### config.mk
export PLATFORM = sky130hd
export DESIGN_NAME = cpu_register_file
export DESIGN_NICKNAME = d
export VERILOG_FILES = /design/src/core/cpu_regs_pkg.sv /design/src/core/cpu_register_file.sv
export SDC_FILE = /design/constraint.sdc
export NUM_CORES = 2
export LEC_CHECK = 0
export CAP_MARGIN = 20
export CELL_PAD_IN_SITES_DETAIL_PLACEMENT = 0
export CELL_PAD_IN_SITES_GLOBAL_PLACEMENT = 1
export CORE_MARGIN = 2
export CORE_UTILIZATION = 48
export DETAILED_ROUTE_END_ITERATION = 8
export DONT_BUFFER_PORTS = 1
export PLACE_DENSITY = 0.75
export SLEW_MARGIN = 20
export SYNTH_ARGS = -nofsm -noshare
export SYNTH_HDL_FRONTEND = slang
export SYNTH_SLANG_ARGS = --single-unit
### constraint.sdc
create_clock -name ref_clk_in -period 4.55 [get_ports ref_clk_in]
set_input_delay 0.91 -clock ref_clk_in [delete_from_list [all_inputs] [get_ports ref_clk_in]]
set_output_delay 0.91 -clock ref_clk_in [all_outputs]
set_load 0.01 [all_outputs]
### src/core/cpu_regs_pkg.sv
// Purpose: Constants for the CPU register file and PC save logic
// Assumes: Single 125 MHz clock, synchronous active-high reset
// Notes:   System register numbers are the documented identifiers
package cpu_regs_pkg;
  localparam int unsigned DATA_W     = 32;
  localparam int unsigned GPR_COUNT  = 32;
  localparam int unsigned GPR_SEL_W  = 5;
  localparam int unsigned SYS_SEL_W  = 5;
  localparam int unsigned PC_W       = 26;

  localparam logic [4:0] GPR_ZERO    = 5'h00;
  localparam logic [4:0] GPR_ELEMENT = 5'h1e;

  localparam logic [4:0] SR_INT_PC_SAVE    = 5'h00;
  localparam logic [4:0] SR_INT_PSW_SAVE   = 5'h01;
  localparam logic [4:0] SR_NMI_PC_SAVE    = 5'h02;
  localparam logic [4:0] SR_NMI_PSW_SAVE   = 5'h03;
  localparam logic [4:0] SR_INT_SOURCE     = 5'h04;
  localparam logic [4:0] SR_PROGRAM_STATUS = 5'h05;
  localparam logic [4:0] SR_TABLE_CALL_INSTR_PC_SAVE  = 5'h10;
  localparam logic [4:0] SR_TABLE_CALL_INSTR_PSW_SAVE = 5'h11;
  localparam logic [4:0] SR_DEBUG_PC_SAVE  = 5'h12;
  localparam logic [4:0] SR_DEBUG_PSW_SAVE = 5'h13;
  localparam logic [4:0] SR_TABLE_CALL_INSTR_BASE     = 5'h14;

  localparam logic [31:0] PC_RESET      = 32'h0000_0000;
  localparam logic [31:0] PSW_RESET     = 32'h0000_0020;
  localparam logic [31:0] DEBUG_VECTOR  = 32'h0000_0060;
  localparam logic [25:0] PC_INC        = 26'h000_0002;
  localparam logic [31:0] ZERO_WORD     = 32'h0000_0000;
endpackage : cpu_regs_pkg

### src/core/cpu_register_file.sv
// Purpose: General purpose and system registers, PC and PC/PROGRAM_STATUS save
// Assumes: Pipeline supplies one-cycle retire strobes on ref_clk_in
// Notes:   Reserved system numbers read zero and ignore writes
`timescale 1ns/10ps
`default_nettype none

module cpu_register_file (
  input  wire logic                             ref_clk_in,
  input  wire logic                             reset_in,
  input  wire logic [cpu_regs_pkg::GPR_SEL_W-1:0] rd_sel_a_in,
  input  wire logic [cpu_regs_pkg::GPR_SEL_W-1:0] rd_sel_b_in,
  input  wire logic                             gpr_wr_in,
  input  wire logic [cpu_regs_pkg::GPR_SEL_W-1:0] gpr_wr_sel_in,
  input  wire logic [cpu_regs_pkg::DATA_W-1:0]    gpr_wr_data_in,
  input  wire logic                             load_sysreg_instr_in,
  input  wire logic                             store_sysreg_instr_in,
  input  wire logic [cpu_regs_pkg::SYS_SEL_W-1:0] sysreg_number_in,
  input  wire logic [cpu_regs_pkg::DATA_W-1:0]    sysreg_wr_data_in,
  input  wire logic                             retire_in,
  input  wire logic                             branch_in,
  input  wire logic [cpu_regs_pkg::DATA_W-1:0]    branch_target_in,
  input  wire logic [cpu_regs_pkg::DATA_W-1:0]    next_pc_in,
  input  wire logic                             sw_exception_in,
  input  wire logic                             maskable_int_in,
  input  wire logic                             nmi_in,
  input  wire logic                             exception_trap_in,
  input  wire logic                             debug_break_in,
  input  wire logic                             single_step_in,
  input  wire logic                             illegal_opcode_detect_in,
  input  wire logic                             table_call_instr_in,
  input  wire logic                             debug_return_instr_in,
  input  wire logic                             interrupt_source_wr_in,
  input  wire logic [cpu_regs_pkg::DATA_W-1:0]    interrupt_source_in,
  input  wire logic                             psw_update_in,
  input  wire logic [cpu_regs_pkg::DATA_W-1:0]    psw_update_data_in,
  output logic [cpu_regs_pkg::DATA_W-1:0]         rd_data_a_out,
  output logic [cpu_regs_pkg::DATA_W-1:0]         rd_data_b_out,
  output logic [cpu_regs_pkg::DATA_W-1:0]         element_base_out,
  output logic [cpu_regs_pkg::DATA_W-1:0]         sysreg_rd_data_out,
  output logic                                  sysreg_rd_valid_out,
  output logic [cpu_regs_pkg::DATA_W-1:0]         pc_out,
  output logic [cpu_regs_pkg::DATA_W-1:0]         program_status_out,
  output logic [cpu_regs_pkg::DATA_W-1:0]         table_call_instr_base_pointer_out,
  output logic                                  debug_trap_exception_out,
  output logic                                  debug_mode_out
);
  import cpu_regs_pkg::*;

  logic [DATA_W-1:0] gpr_mem [GPR_COUNT];
  logic [PC_W-1:1]   pc_reg;
  logic [PC_W-1:1]   int_pc_save_reg;
  logic [PC_W-1:1]   nmi_pc_save_reg;
  logic [PC_W-1:1]   table_call_instr_pc_save_reg;
  logic [PC_W-1:1]   debug_pc_save_reg;
  logic [DATA_W-1:0] int_psw_save_reg;
  logic [DATA_W-1:0] nmi_psw_save_reg;
  logic [DATA_W-1:0] table_call_instr_psw_save_reg;
  logic [DATA_W-1:0] debug_psw_save_reg;
  logic [DATA_W-1:0] interrupt_source_reg;
  logic [DATA_W-1:0] program_status_reg;
  logic [DATA_W-1:0] table_call_instr_base_pointer_reg;
  logic              debug_mode_reg;
  logic              debug_mode_next;
  logic [PC_W-1:1]   next_pc_field;
  logic [PC_W-1:1]   pc_next;
  logic              sys_wr;
  logic              debug_entry;
  logic [DATA_W-1:0] sys_rd_next;
  logic              wr_int_pc_save;
  logic              wr_int_psw_save;
  logic              wr_nmi_pc_save;
  logic              wr_nmi_psw_save;
  logic              wr_table_call_instr_pc_save;
  logic              wr_table_call_instr_psw_save;
  logic              wr_debug_pc_save;
  logic              wr_debug_psw_save;
  logic              int_save_event;
  logic              nmi_save_event;
  logic              table_call_instr_save_event;

  function automatic logic [DATA_W-1:0] pc_word(input logic [PC_W-1:1] f);
    pc_word = {6'h00, f, 1'b0};
  endfunction

  // Next address field; upper bits and bit 0 fall away
  assign next_pc_field = next_pc_in[PC_W-1:1];
  assign sys_wr        = load_sysreg_instr_in && retire_in;
  assign debug_entry   = exception_trap_in || debug_break_in ||
                         single_step_in || illegal_opcode_detect_in;

  // One write strobe per save register, all gated by retirement
  assign wr_int_pc_save    = sys_wr && sysreg_number_in == SR_INT_PC_SAVE;
  assign wr_int_psw_save   = sys_wr && sysreg_number_in == SR_INT_PSW_SAVE;
  assign wr_nmi_pc_save    = sys_wr && sysreg_number_in == SR_NMI_PC_SAVE;
  assign wr_nmi_psw_save   = sys_wr && sysreg_number_in == SR_NMI_PSW_SAVE;
  assign wr_table_call_instr_pc_save  = sys_wr && sysreg_number_in == SR_TABLE_CALL_INSTR_PC_SAVE;
  assign wr_table_call_instr_psw_save = sys_wr && sysreg_number_in == SR_TABLE_CALL_INSTR_PSW_SAVE;
  assign wr_debug_pc_save  = sys_wr && sysreg_number_in == SR_DEBUG_PC_SAVE;
  assign wr_debug_psw_save = sys_wr && sysreg_number_in == SR_DEBUG_PSW_SAVE;

  // Save events; table call saves only when it really completes
  assign int_save_event    = sw_exception_in || maskable_int_in;
  assign nmi_save_event    = nmi_in;
  assign table_call_instr_save_event  = table_call_instr_in && retire_in;

  // General registers, zero entry never written
  always_ff @(posedge ref_clk_in) begin
    if (gpr_wr_in && retire_in && gpr_wr_sel_in != GPR_ZERO) begin
      gpr_mem[gpr_wr_sel_in] <= gpr_wr_data_in;
    end
  end

  // Register outputs; zero register forced on read
  always_ff @(posedge ref_clk_in) begin
    if (reset_in) begin
      rd_data_a_out    <= ZERO_WORD;
      rd_data_b_out    <= ZERO_WORD;
    end else begin
      rd_data_a_out    <= (rd_sel_a_in == GPR_ZERO) ? ZERO_WORD
                          : gpr_mem[rd_sel_a_in];
      rd_data_b_out    <= (rd_sel_b_in == GPR_ZERO) ? ZERO_WORD
                          : gpr_mem[rd_sel_b_in];
    end
  end

  // Dedicated port so short accesses need no read port of their own
  always_ff @(posedge ref_clk_in) begin
    if (reset_in) begin
      element_base_out <= ZERO_WORD;
    end else begin
      element_base_out <= gpr_mem[GPR_ELEMENT];
    end
  end

  // PC steps by one halfword unit; wrap is the field width itself
  always_comb begin
    pc_next = pc_reg;
    if (retire_in) begin
      if (branch_in) begin
        pc_next = branch_target_in[PC_W-1:1];
      end else begin
        pc_next = pc_reg + PC_INC[PC_W-1:1];
      end
    end
    if (debug_entry) begin
      pc_next = DEBUG_VECTOR[PC_W-1:1];
    end
  end

  // Not reachable from any system register number
  always_ff @(posedge ref_clk_in) begin
    if (reset_in) begin
      pc_reg <= PC_RESET[PC_W-1:1];
    end else begin
      pc_reg <= pc_next;
    end
  end

  // Save registers carry no reset, matching undefined contents
  // Capture outranks a same-cycle write to the same register
  always_ff @(posedge ref_clk_in) begin
    if (int_save_event) begin
      int_pc_save_reg <= next_pc_field;
    end else if (wr_int_pc_save) begin
      int_pc_save_reg <= sysreg_wr_data_in[PC_W-1:1];
    end
  end

  always_ff @(posedge ref_clk_in) begin
    if (int_save_event) begin
      int_psw_save_reg <= program_status_reg;
    end else if (wr_int_psw_save) begin
      int_psw_save_reg <= sysreg_wr_data_in;
    end
  end

  // Single register per class; nesting software must copy it first
  always_ff @(posedge ref_clk_in) begin
    if (nmi_save_event) begin
      nmi_pc_save_reg <= next_pc_field;
    end else if (wr_nmi_pc_save) begin
      nmi_pc_save_reg <= sysreg_wr_data_in[PC_W-1:1];
    end
  end

  always_ff @(posedge ref_clk_in) begin
    if (nmi_save_event) begin
      nmi_psw_save_reg <= program_status_reg;
    end else if (wr_nmi_psw_save) begin
      nmi_psw_save_reg <= sysreg_wr_data_in;
    end
  end

  always_ff @(posedge ref_clk_in) begin
    if (table_call_instr_save_event) begin
      table_call_instr_pc_save_reg <= next_pc_field;
    end else if (wr_table_call_instr_pc_save) begin
      table_call_instr_pc_save_reg <= sysreg_wr_data_in[PC_W-1:1];
    end
  end

  always_ff @(posedge ref_clk_in) begin
    if (table_call_instr_save_event) begin
      table_call_instr_psw_save_reg <= program_status_reg;
    end else if (wr_table_call_instr_psw_save) begin
      table_call_instr_psw_save_reg <= sysreg_wr_data_in;
    end
  end

  always_ff @(posedge ref_clk_in) begin
    if (debug_entry) begin
      debug_pc_save_reg <= next_pc_field;
    end else if (wr_debug_pc_save) begin
      debug_pc_save_reg <= sysreg_wr_data_in[PC_W-1:1];
    end
  end

  always_ff @(posedge ref_clk_in) begin
    if (debug_entry) begin
      debug_psw_save_reg <= program_status_reg;
    end else if (wr_debug_psw_save) begin
      debug_psw_save_reg <= sysreg_wr_data_in;
    end
  end

  // Interrupt source is set by the controller only
  always_ff @(posedge ref_clk_in) begin
    if (reset_in) begin
      interrupt_source_reg <= ZERO_WORD;
    end else if (interrupt_source_wr_in) begin
      interrupt_source_reg <= interrupt_source_in;
    end
  end

  // Instruction write outranks a flag update in the same cycle
  always_ff @(posedge ref_clk_in) begin
    if (reset_in) begin
      program_status_reg <= PSW_RESET;
    end else if (sys_wr && sysreg_number_in == SR_PROGRAM_STATUS) begin
      program_status_reg <= sysreg_wr_data_in;
    end else if (psw_update_in) begin
      program_status_reg <= psw_update_data_in;
    end
  end

  always_ff @(posedge ref_clk_in) begin
    if (reset_in) begin
      table_call_instr_base_pointer_reg <= ZERO_WORD;
    end else if (sys_wr && sysreg_number_in == SR_TABLE_CALL_INSTR_BASE) begin
      table_call_instr_base_pointer_reg <= sysreg_wr_data_in;
    end
  end

  // Entry wins over a return in the same cycle
  always_comb begin
    debug_mode_next = debug_mode_reg;
    if (debug_return_instr_in && retire_in) begin
      debug_mode_next = 1'b0;
    end
    if (debug_entry) begin
      debug_mode_next = 1'b1;
    end
  end

  always_ff @(posedge ref_clk_in) begin
    if (reset_in) begin
      debug_mode_reg <= 1'b0;
    end else begin
      debug_mode_reg <= debug_mode_next;
    end
  end

  // Reserved numbers read zero; that is a choice, not a promise
  always_comb begin
    case (sysreg_number_in)
      SR_INT_PC_SAVE:    sys_rd_next = pc_word(int_pc_save_reg);
      SR_INT_PSW_SAVE:   sys_rd_next = int_psw_save_reg;
      SR_NMI_PC_SAVE:    sys_rd_next = pc_word(nmi_pc_save_reg);
      SR_NMI_PSW_SAVE:   sys_rd_next = nmi_psw_save_reg;
      SR_INT_SOURCE:     sys_rd_next = interrupt_source_reg;
      SR_PROGRAM_STATUS: sys_rd_next = program_status_reg;
      SR_TABLE_CALL_INSTR_PC_SAVE:  sys_rd_next = pc_word(table_call_instr_pc_save_reg);
      SR_TABLE_CALL_INSTR_PSW_SAVE: sys_rd_next = table_call_instr_psw_save_reg;
      SR_DEBUG_PC_SAVE:  sys_rd_next = debug_mode_reg
                         ? pc_word(debug_pc_save_reg) : ZERO_WORD;
      SR_DEBUG_PSW_SAVE: sys_rd_next = debug_mode_reg
                         ? debug_psw_save_reg : ZERO_WORD;
      SR_TABLE_CALL_INSTR_BASE:     sys_rd_next = table_call_instr_base_pointer_reg;
      default:           sys_rd_next = ZERO_WORD;
    endcase
  end

  always_ff @(posedge ref_clk_in) begin
    if (reset_in) begin
      sysreg_rd_data_out  <= ZERO_WORD;
      sysreg_rd_valid_out <= 1'b0;
    end else begin
      sysreg_rd_valid_out <= store_sysreg_instr_in;
      sysreg_rd_data_out  <= store_sysreg_instr_in ? sys_rd_next
                             : ZERO_WORD;
    end
  end

  // Copy of the PC taken from its next value, so no extra cycle lag
  always_ff @(posedge ref_clk_in) begin
    if (reset_in) begin
      pc_out <= PC_RESET;
    end else begin
      pc_out <= pc_word(pc_next);
    end
  end

  // Status views lag the internal registers by one cycle
  always_ff @(posedge ref_clk_in) begin
    if (reset_in) begin
      program_status_out     <= PSW_RESET;
      table_call_instr_base_pointer_out <= ZERO_WORD;
    end else begin
      program_status_out     <= program_status_reg;
      table_call_instr_base_pointer_out <= table_call_instr_base_pointer_reg;
    end
  end

  always_ff @(posedge ref_clk_in) begin
    if (reset_in) begin
      debug_trap_exception_out <= 1'b0;
      debug_mode_out           <= 1'b0;
    end else begin
      debug_trap_exception_out <= illegal_opcode_detect_in;
      debug_mode_out           <= debug_mode_next;
    end
  end

endmodule // cpu_register_file

`default_nettype wire

Word-level counts from Yosys, hierarchy flattened. Memory sizes are Yosys's and may differ from the RTL's. A register that Yosys moved wholly into a read port is not among the register bits. Cells that the tools add are included.

Register bits: 455. Memory bits (writable): 1024. Output and inout bits: 227. Logic and storage cells: 96. Memories: 1.

Add/sub/neg operators: 1. Eq/ne operators: 10. Muxes and demuxes: 28. Bitwise gates (word level): 1. Reductions and logical operators: 36.

Memory list: gpr_mem (words 32, width 32, read ports 3, clocked after Yosys merged registers in 3, wr ports 1, line cpu_register_file.sv:49) `logic [DATA_W-1:0] gpr_mem [GPR_COUNT];`.

Operators by type and width (number): 32-bit two-way mux (11); 32-bit case mux with 11 select lines (1); 25-bit two-way mux (11); 26-bit two-way mux (1); 25-bit by 1-bit adder with 25-bit output (second input constant) (1); 5-bit == test (second input constant) (5); 2-bit nonzero test (10); 1-bit logical AND (15); 5-bit zero test (3); 5-bit by 2-bit == test with 1-bit output (second input constant) (2); 5-bit by 3-bit == test with 1-bit output (second input constant) (2); 2-bit OR reduction (3); 5-bit by 1-bit == test with 1-bit output (second input constant) (1); 5-bit nonzero test (1); 1-bit logical OR (4); 1-bit two-way mux (4); 1-bit NOT (1).

Logic depth before layout (Yosys ltp).
Depth in word-level cells: 4. Depth in mapped cells: 9.

Worst setup path after synthesis. OpenSTA, ideal clock, no wires.

Path type: in2reg. From: in retire_in. To: reg table_call_instr_psw_save_reg[0], enable pin. Arrival: 4.037 ns. Data required time: 4.080 ns. Path slack: 0.043 ns. Stages: 4. Buffers on the path: 2. Cells stage by stage: clkbuf_1 clkbuf_1 nand3_1 o31ai_1.

Cells in the longest elaborated chain, start to end: 3.

RTL lines: from (decl) (line cpu_register_file.sv:19) `input wire logic retire_in,`; 1-bit logical AND (line cpu_register_file.sv:87) `assign sys_wr = load_sysreg_instr_in && retire_in;`; 1-bit logical AND (line cpu_register_file.sv:97) `assign wr_table_call_instr_psw_save = sys_wr && sysreg_number_in == SR_TABLE_CALL_INSTR_PSW_SAVE;`; 2-bit nonzero test (no source line) *; to (signal assigned) (line cpu_register_file.sv:204) `table_call_instr_psw_save_reg <= program_status_reg;`; to (signal assigned) (line cpu_register_file.sv:206) `table_call_instr_psw_save_reg <= sysreg_wr_data_in;`; to (decl) (line cpu_register_file.sv:57) `logic [DATA_W-1:0] table_call_instr_psw_save_reg;`.

Mark *: on every way between the ends. The rest lies on a longest branch, timed or not. A chain may end at the register's enable or synchronous reset.

Final worst setup path.
From: in rd_sel_b_in[2] in the netlist's numbering. To: reg rd_data_b_out[31] in the netlist's numbering, read port of gpr_mem.

Cells in the longest elaborated chain, start to end: 2.

RTL lines: from (decl) (line cpu_register_file.sv:11) `input wire logic [cpu_regs_pkg::GPR_SEL_W-1:0] rd_sel_b_in,`; 5-bit zero test (line cpu_register_file.sv:121) `rd_data_b_out <= (rd_sel_b_in == GPR_ZERO) ? ZERO_WORD`; 2-bit OR reduction (no source line); to (decl) (line cpu_register_file.sv:37) `output logic [cpu_regs_pkg::DATA_W-1:0] rd_data_b_out,`.

Parallel ways exist; a longest one is shown, timed or not.

==> flow_metrics.py <==
metrics = {
    "grt": {
        "grt_pass1_wl_mm": 303,
        "use_met3": 0.0581,
        "grt-ovfl-total": 0,
        "grt_start_max_net_pins": 250,
        "grt_use_total": 0.289,
        "busiest_layer": "met2",
        "grt_pass1_vias": 42300,
        "gr-usage-met1": 0.405,
        "antenna_found_initial": 12,
        "met2_usage": 0.449,
    },
    "worst_setup_path": {
        "cp_max_fo": 229,
        "crit_path_start_kind": "primary input",
        "critPathRequiredTime_ns": 5.23,
        "critPathArrivalTime_ns": 3.67,
        "critPathCaptureType": "flop",
        "path_class": "in2reg",
    },
    "clocking": {
        "cts_tree": "done",
        "cts-hold-fix-buffers": 0,
        "cts_setup_buffers": 0,
        "cts_resized": 0,
        "cts_buffers": 168,
        "cts.sinks": 1568,
        "cts_buffer_depth": 3,
        "path_clk_slew_ns": 0.06,
        "root_buffer": "clkbuf_16",
        "htreeDepth": 4,
        "clock_latency_ns": 0.81,
    },
    "power": {
        "p_per_area_mw_per_mm2": 409,
        "p_leak_uw": 0.0259,
        "ir_drop_v": 0.000317,
    },
    "finish": {
        "finalInstanceArea_mm2": 0.0758,
        "multiInputGateArea_mm2": 0.0230,
        "n_fill_cell": 11400,
        "max_flop_register": "gpr_mem",
        "regArea_mm2": 0.0439,
        "syn2layout_area_growth_pct": 11.6,
        "nNetsFinal": 4785,
        "largest_register_ff_count": 1024,
        "drive_above_1_share": 0.180,
    },
    "routing": {
        "vias": 43100,
        "viasPerCell": 6.54,
        "drt_iter0_drc": 5315,
        "drcViolationCount": 0,
        "wl_per_cell_um": 32.2,
        "finalWirelength_mm": 212,
        "drtAntennaViolNets": 0,
        "first_pass_iters": 7,
    },
    "timing": {
        "tightest_slew_ns": 1.74,
        "skew_ns": 0.0339,
        "fmax_ghz": 0.334,
        "period_share": 0.657,
        "finalMaxSlewViolations": 140,
        "hold_viol": 0,
        "slew_headroom": -0.159,
        "setup_viol": 0,
        "rsz0062_at_grt": "no",
        "fin_setup_tns_ns": 0,
        "fin_crit_ns": 2.99,
    },
    "die": {
        "rows": 138,
        "start_util": 0.481,
        "coreArea_mm2": 0.141,
        "die_h_um": 380,
        "io-pin-count": 457,
        "dieWidth_um": 380,
        "dieArea_mm2": 0.145,
    },
    "synthesis": {
        "synthDominantCellAreaShare": 0.554,
        "syn_area_per_cell_um2": 14.8,
        "seq_area_frac_synth": 0.647,
        "yosysWarnings": 0,
        "yosys-top-cells-area": "edfxtp_1 55%, mux4_2 12%, dfxtp_1 9.3%",
        "synth-async-reset-ratio": 0,
        "syn_inst": 4586,
        "synth_area_mm2": 0.0679,
        "synth_ff_type": "edfxtp_1",
        "synth_cell_types": 72,
        "yosysTopAreaCell": "edfxtp_1",
        "synth-edff-count": 1252,
        "synthTopCellsByCount": "1252 x edfxtp_1, 656 x nand2_1, 348 x mux4_2",
        "yosysMostFrequentCell": "edfxtp_1",
        "ys_ff_latch": 1568,
    },
    "placed_design": {
        "finalWeightedCongestion": 0.847,
        "dp_hpwl_mm": 125,
        "io_buffers": 0,
        "place_area_mm2": 0.0703,
    },
    "status": {
        "status": "finished with violations",
        "violations": "max-slew violations",
    },
    "run": {
        "cap_violations": 0,
    },
    "worst_hold_path": {
        "hp-class": "in2reg",
    },
}
layer usage:
| layer | wire length, um | vias up |
|---|---|---|
| met3 | 20800 | 435 |
| met1 | 84900 | 22200 |
| li1 | - | 18000 |
| met5 | 19 | - |
| met2 | 98500 | 2491 |
| met4 | 8000 | 4 |
power breakdown:
part           leakage, uW  total, uW  internal [uW]  switching (uW)
Combinational      0.00904       1390            683             709
Clock              0.00268      13500           7710            5750
Sequential          0.0142      16200          15900             270
logic make-up after synthesis:
kind of cell	Yosys count	synth area share
DFF	1568	0.647
and+or+nand+nor	1169	0.0774
AOI/OAI and AO/OA	763	0.0805
muxes	725	0.172
buffers and inverters	358	0.0231
adders and majority gates	1	0.000184
other	1	0.0000552
xor gates and xnor gates	1	0.000129
area by class of cell:
| type | instances | area share |
|---|---|---|
| clock inverter | 76 | 0.00854 |
| multi-input combinational | 2698 | 0.303 |
| clock buffer | 239 | 0.0637 |
| sequential | 1568 | 0.580 |
| inverter | 10 | 0.000495 |
| antenna | 5 | 0.000165 |
| timing repair buffer | 108 | 0.0127 |
| tap | 1890 | 0.0312 |
cell usage in the layout (no fill, tap or decap), types with 53 or more instances in the layout:
cell type	n
a22o_1	64
nor2b_1	130
dfxtp_1	316
a221oi_1	110
mux2_2	53
nand2_1	654
nor2_1	142
a22oi_1	138
a31oi_1	78
mux2i_1	324
a21oi_1	64
clkbuf_16	172
a211oi_1	87
edfxtp_1	1252
mux4_2	348
buf_4	95
o21ai_0	114
metrics by stage:
step | setup slack [ns] | total power, uW | cells | hold slack, ns | utilization
2_1_floorplan | 0.0428 | 17600 | 4624 | 0.444 | -
3_3_place_gp | 1.35 | 17800 | 6273 | 0.455 | 0.498
3_5_place_dp | 1.34 | 17800 | 6274 | 0.462 | 0.498
4_1_cts | 2.09 | 31100 | 6589 | 0.137 | 0.537
5_1_grt | 1.99 | 31800 | 6593 | 0.149 | 0.537
6_report | 1.56 | 31000 | 6594 | 0.180 | 0.537
critical path, cell delays in order:
cell	delay, ns
nor2_2	0.99
buf_4	0.48
a22oi_1	0.13
a31oi_1	0.28
nand3_1	0.11
path summary, 6_finish.rpt:
| check | from | endpoint | slack [ns] | depth (start not counted) |
|---|---|---|---|---|
| worst min register to register | table_call_instr_base_pointer_reg[18]$_SDFFE_PP0P_ | table_call_instr_base_pointer_reg[18]$_SDFFE_PP0P_ | 0.47 | 2 |
| worst min-delay path | reset_in | element_base_out[27]$_SDFF_PP0_ | 0.18 | 1 |
| worst max register to register | pc_out[1]$_SDFFE_PP0P_ | pc_out[17]$_SDFFE_PP0P_ | 2.24 | 6 |
| worst max-delay path | rd_sel_b_in[2] | rd_data_b_out[31]$_SDFF_PP0_ | 1.56 | 5 |
Power figures use the tool's default switching activity.
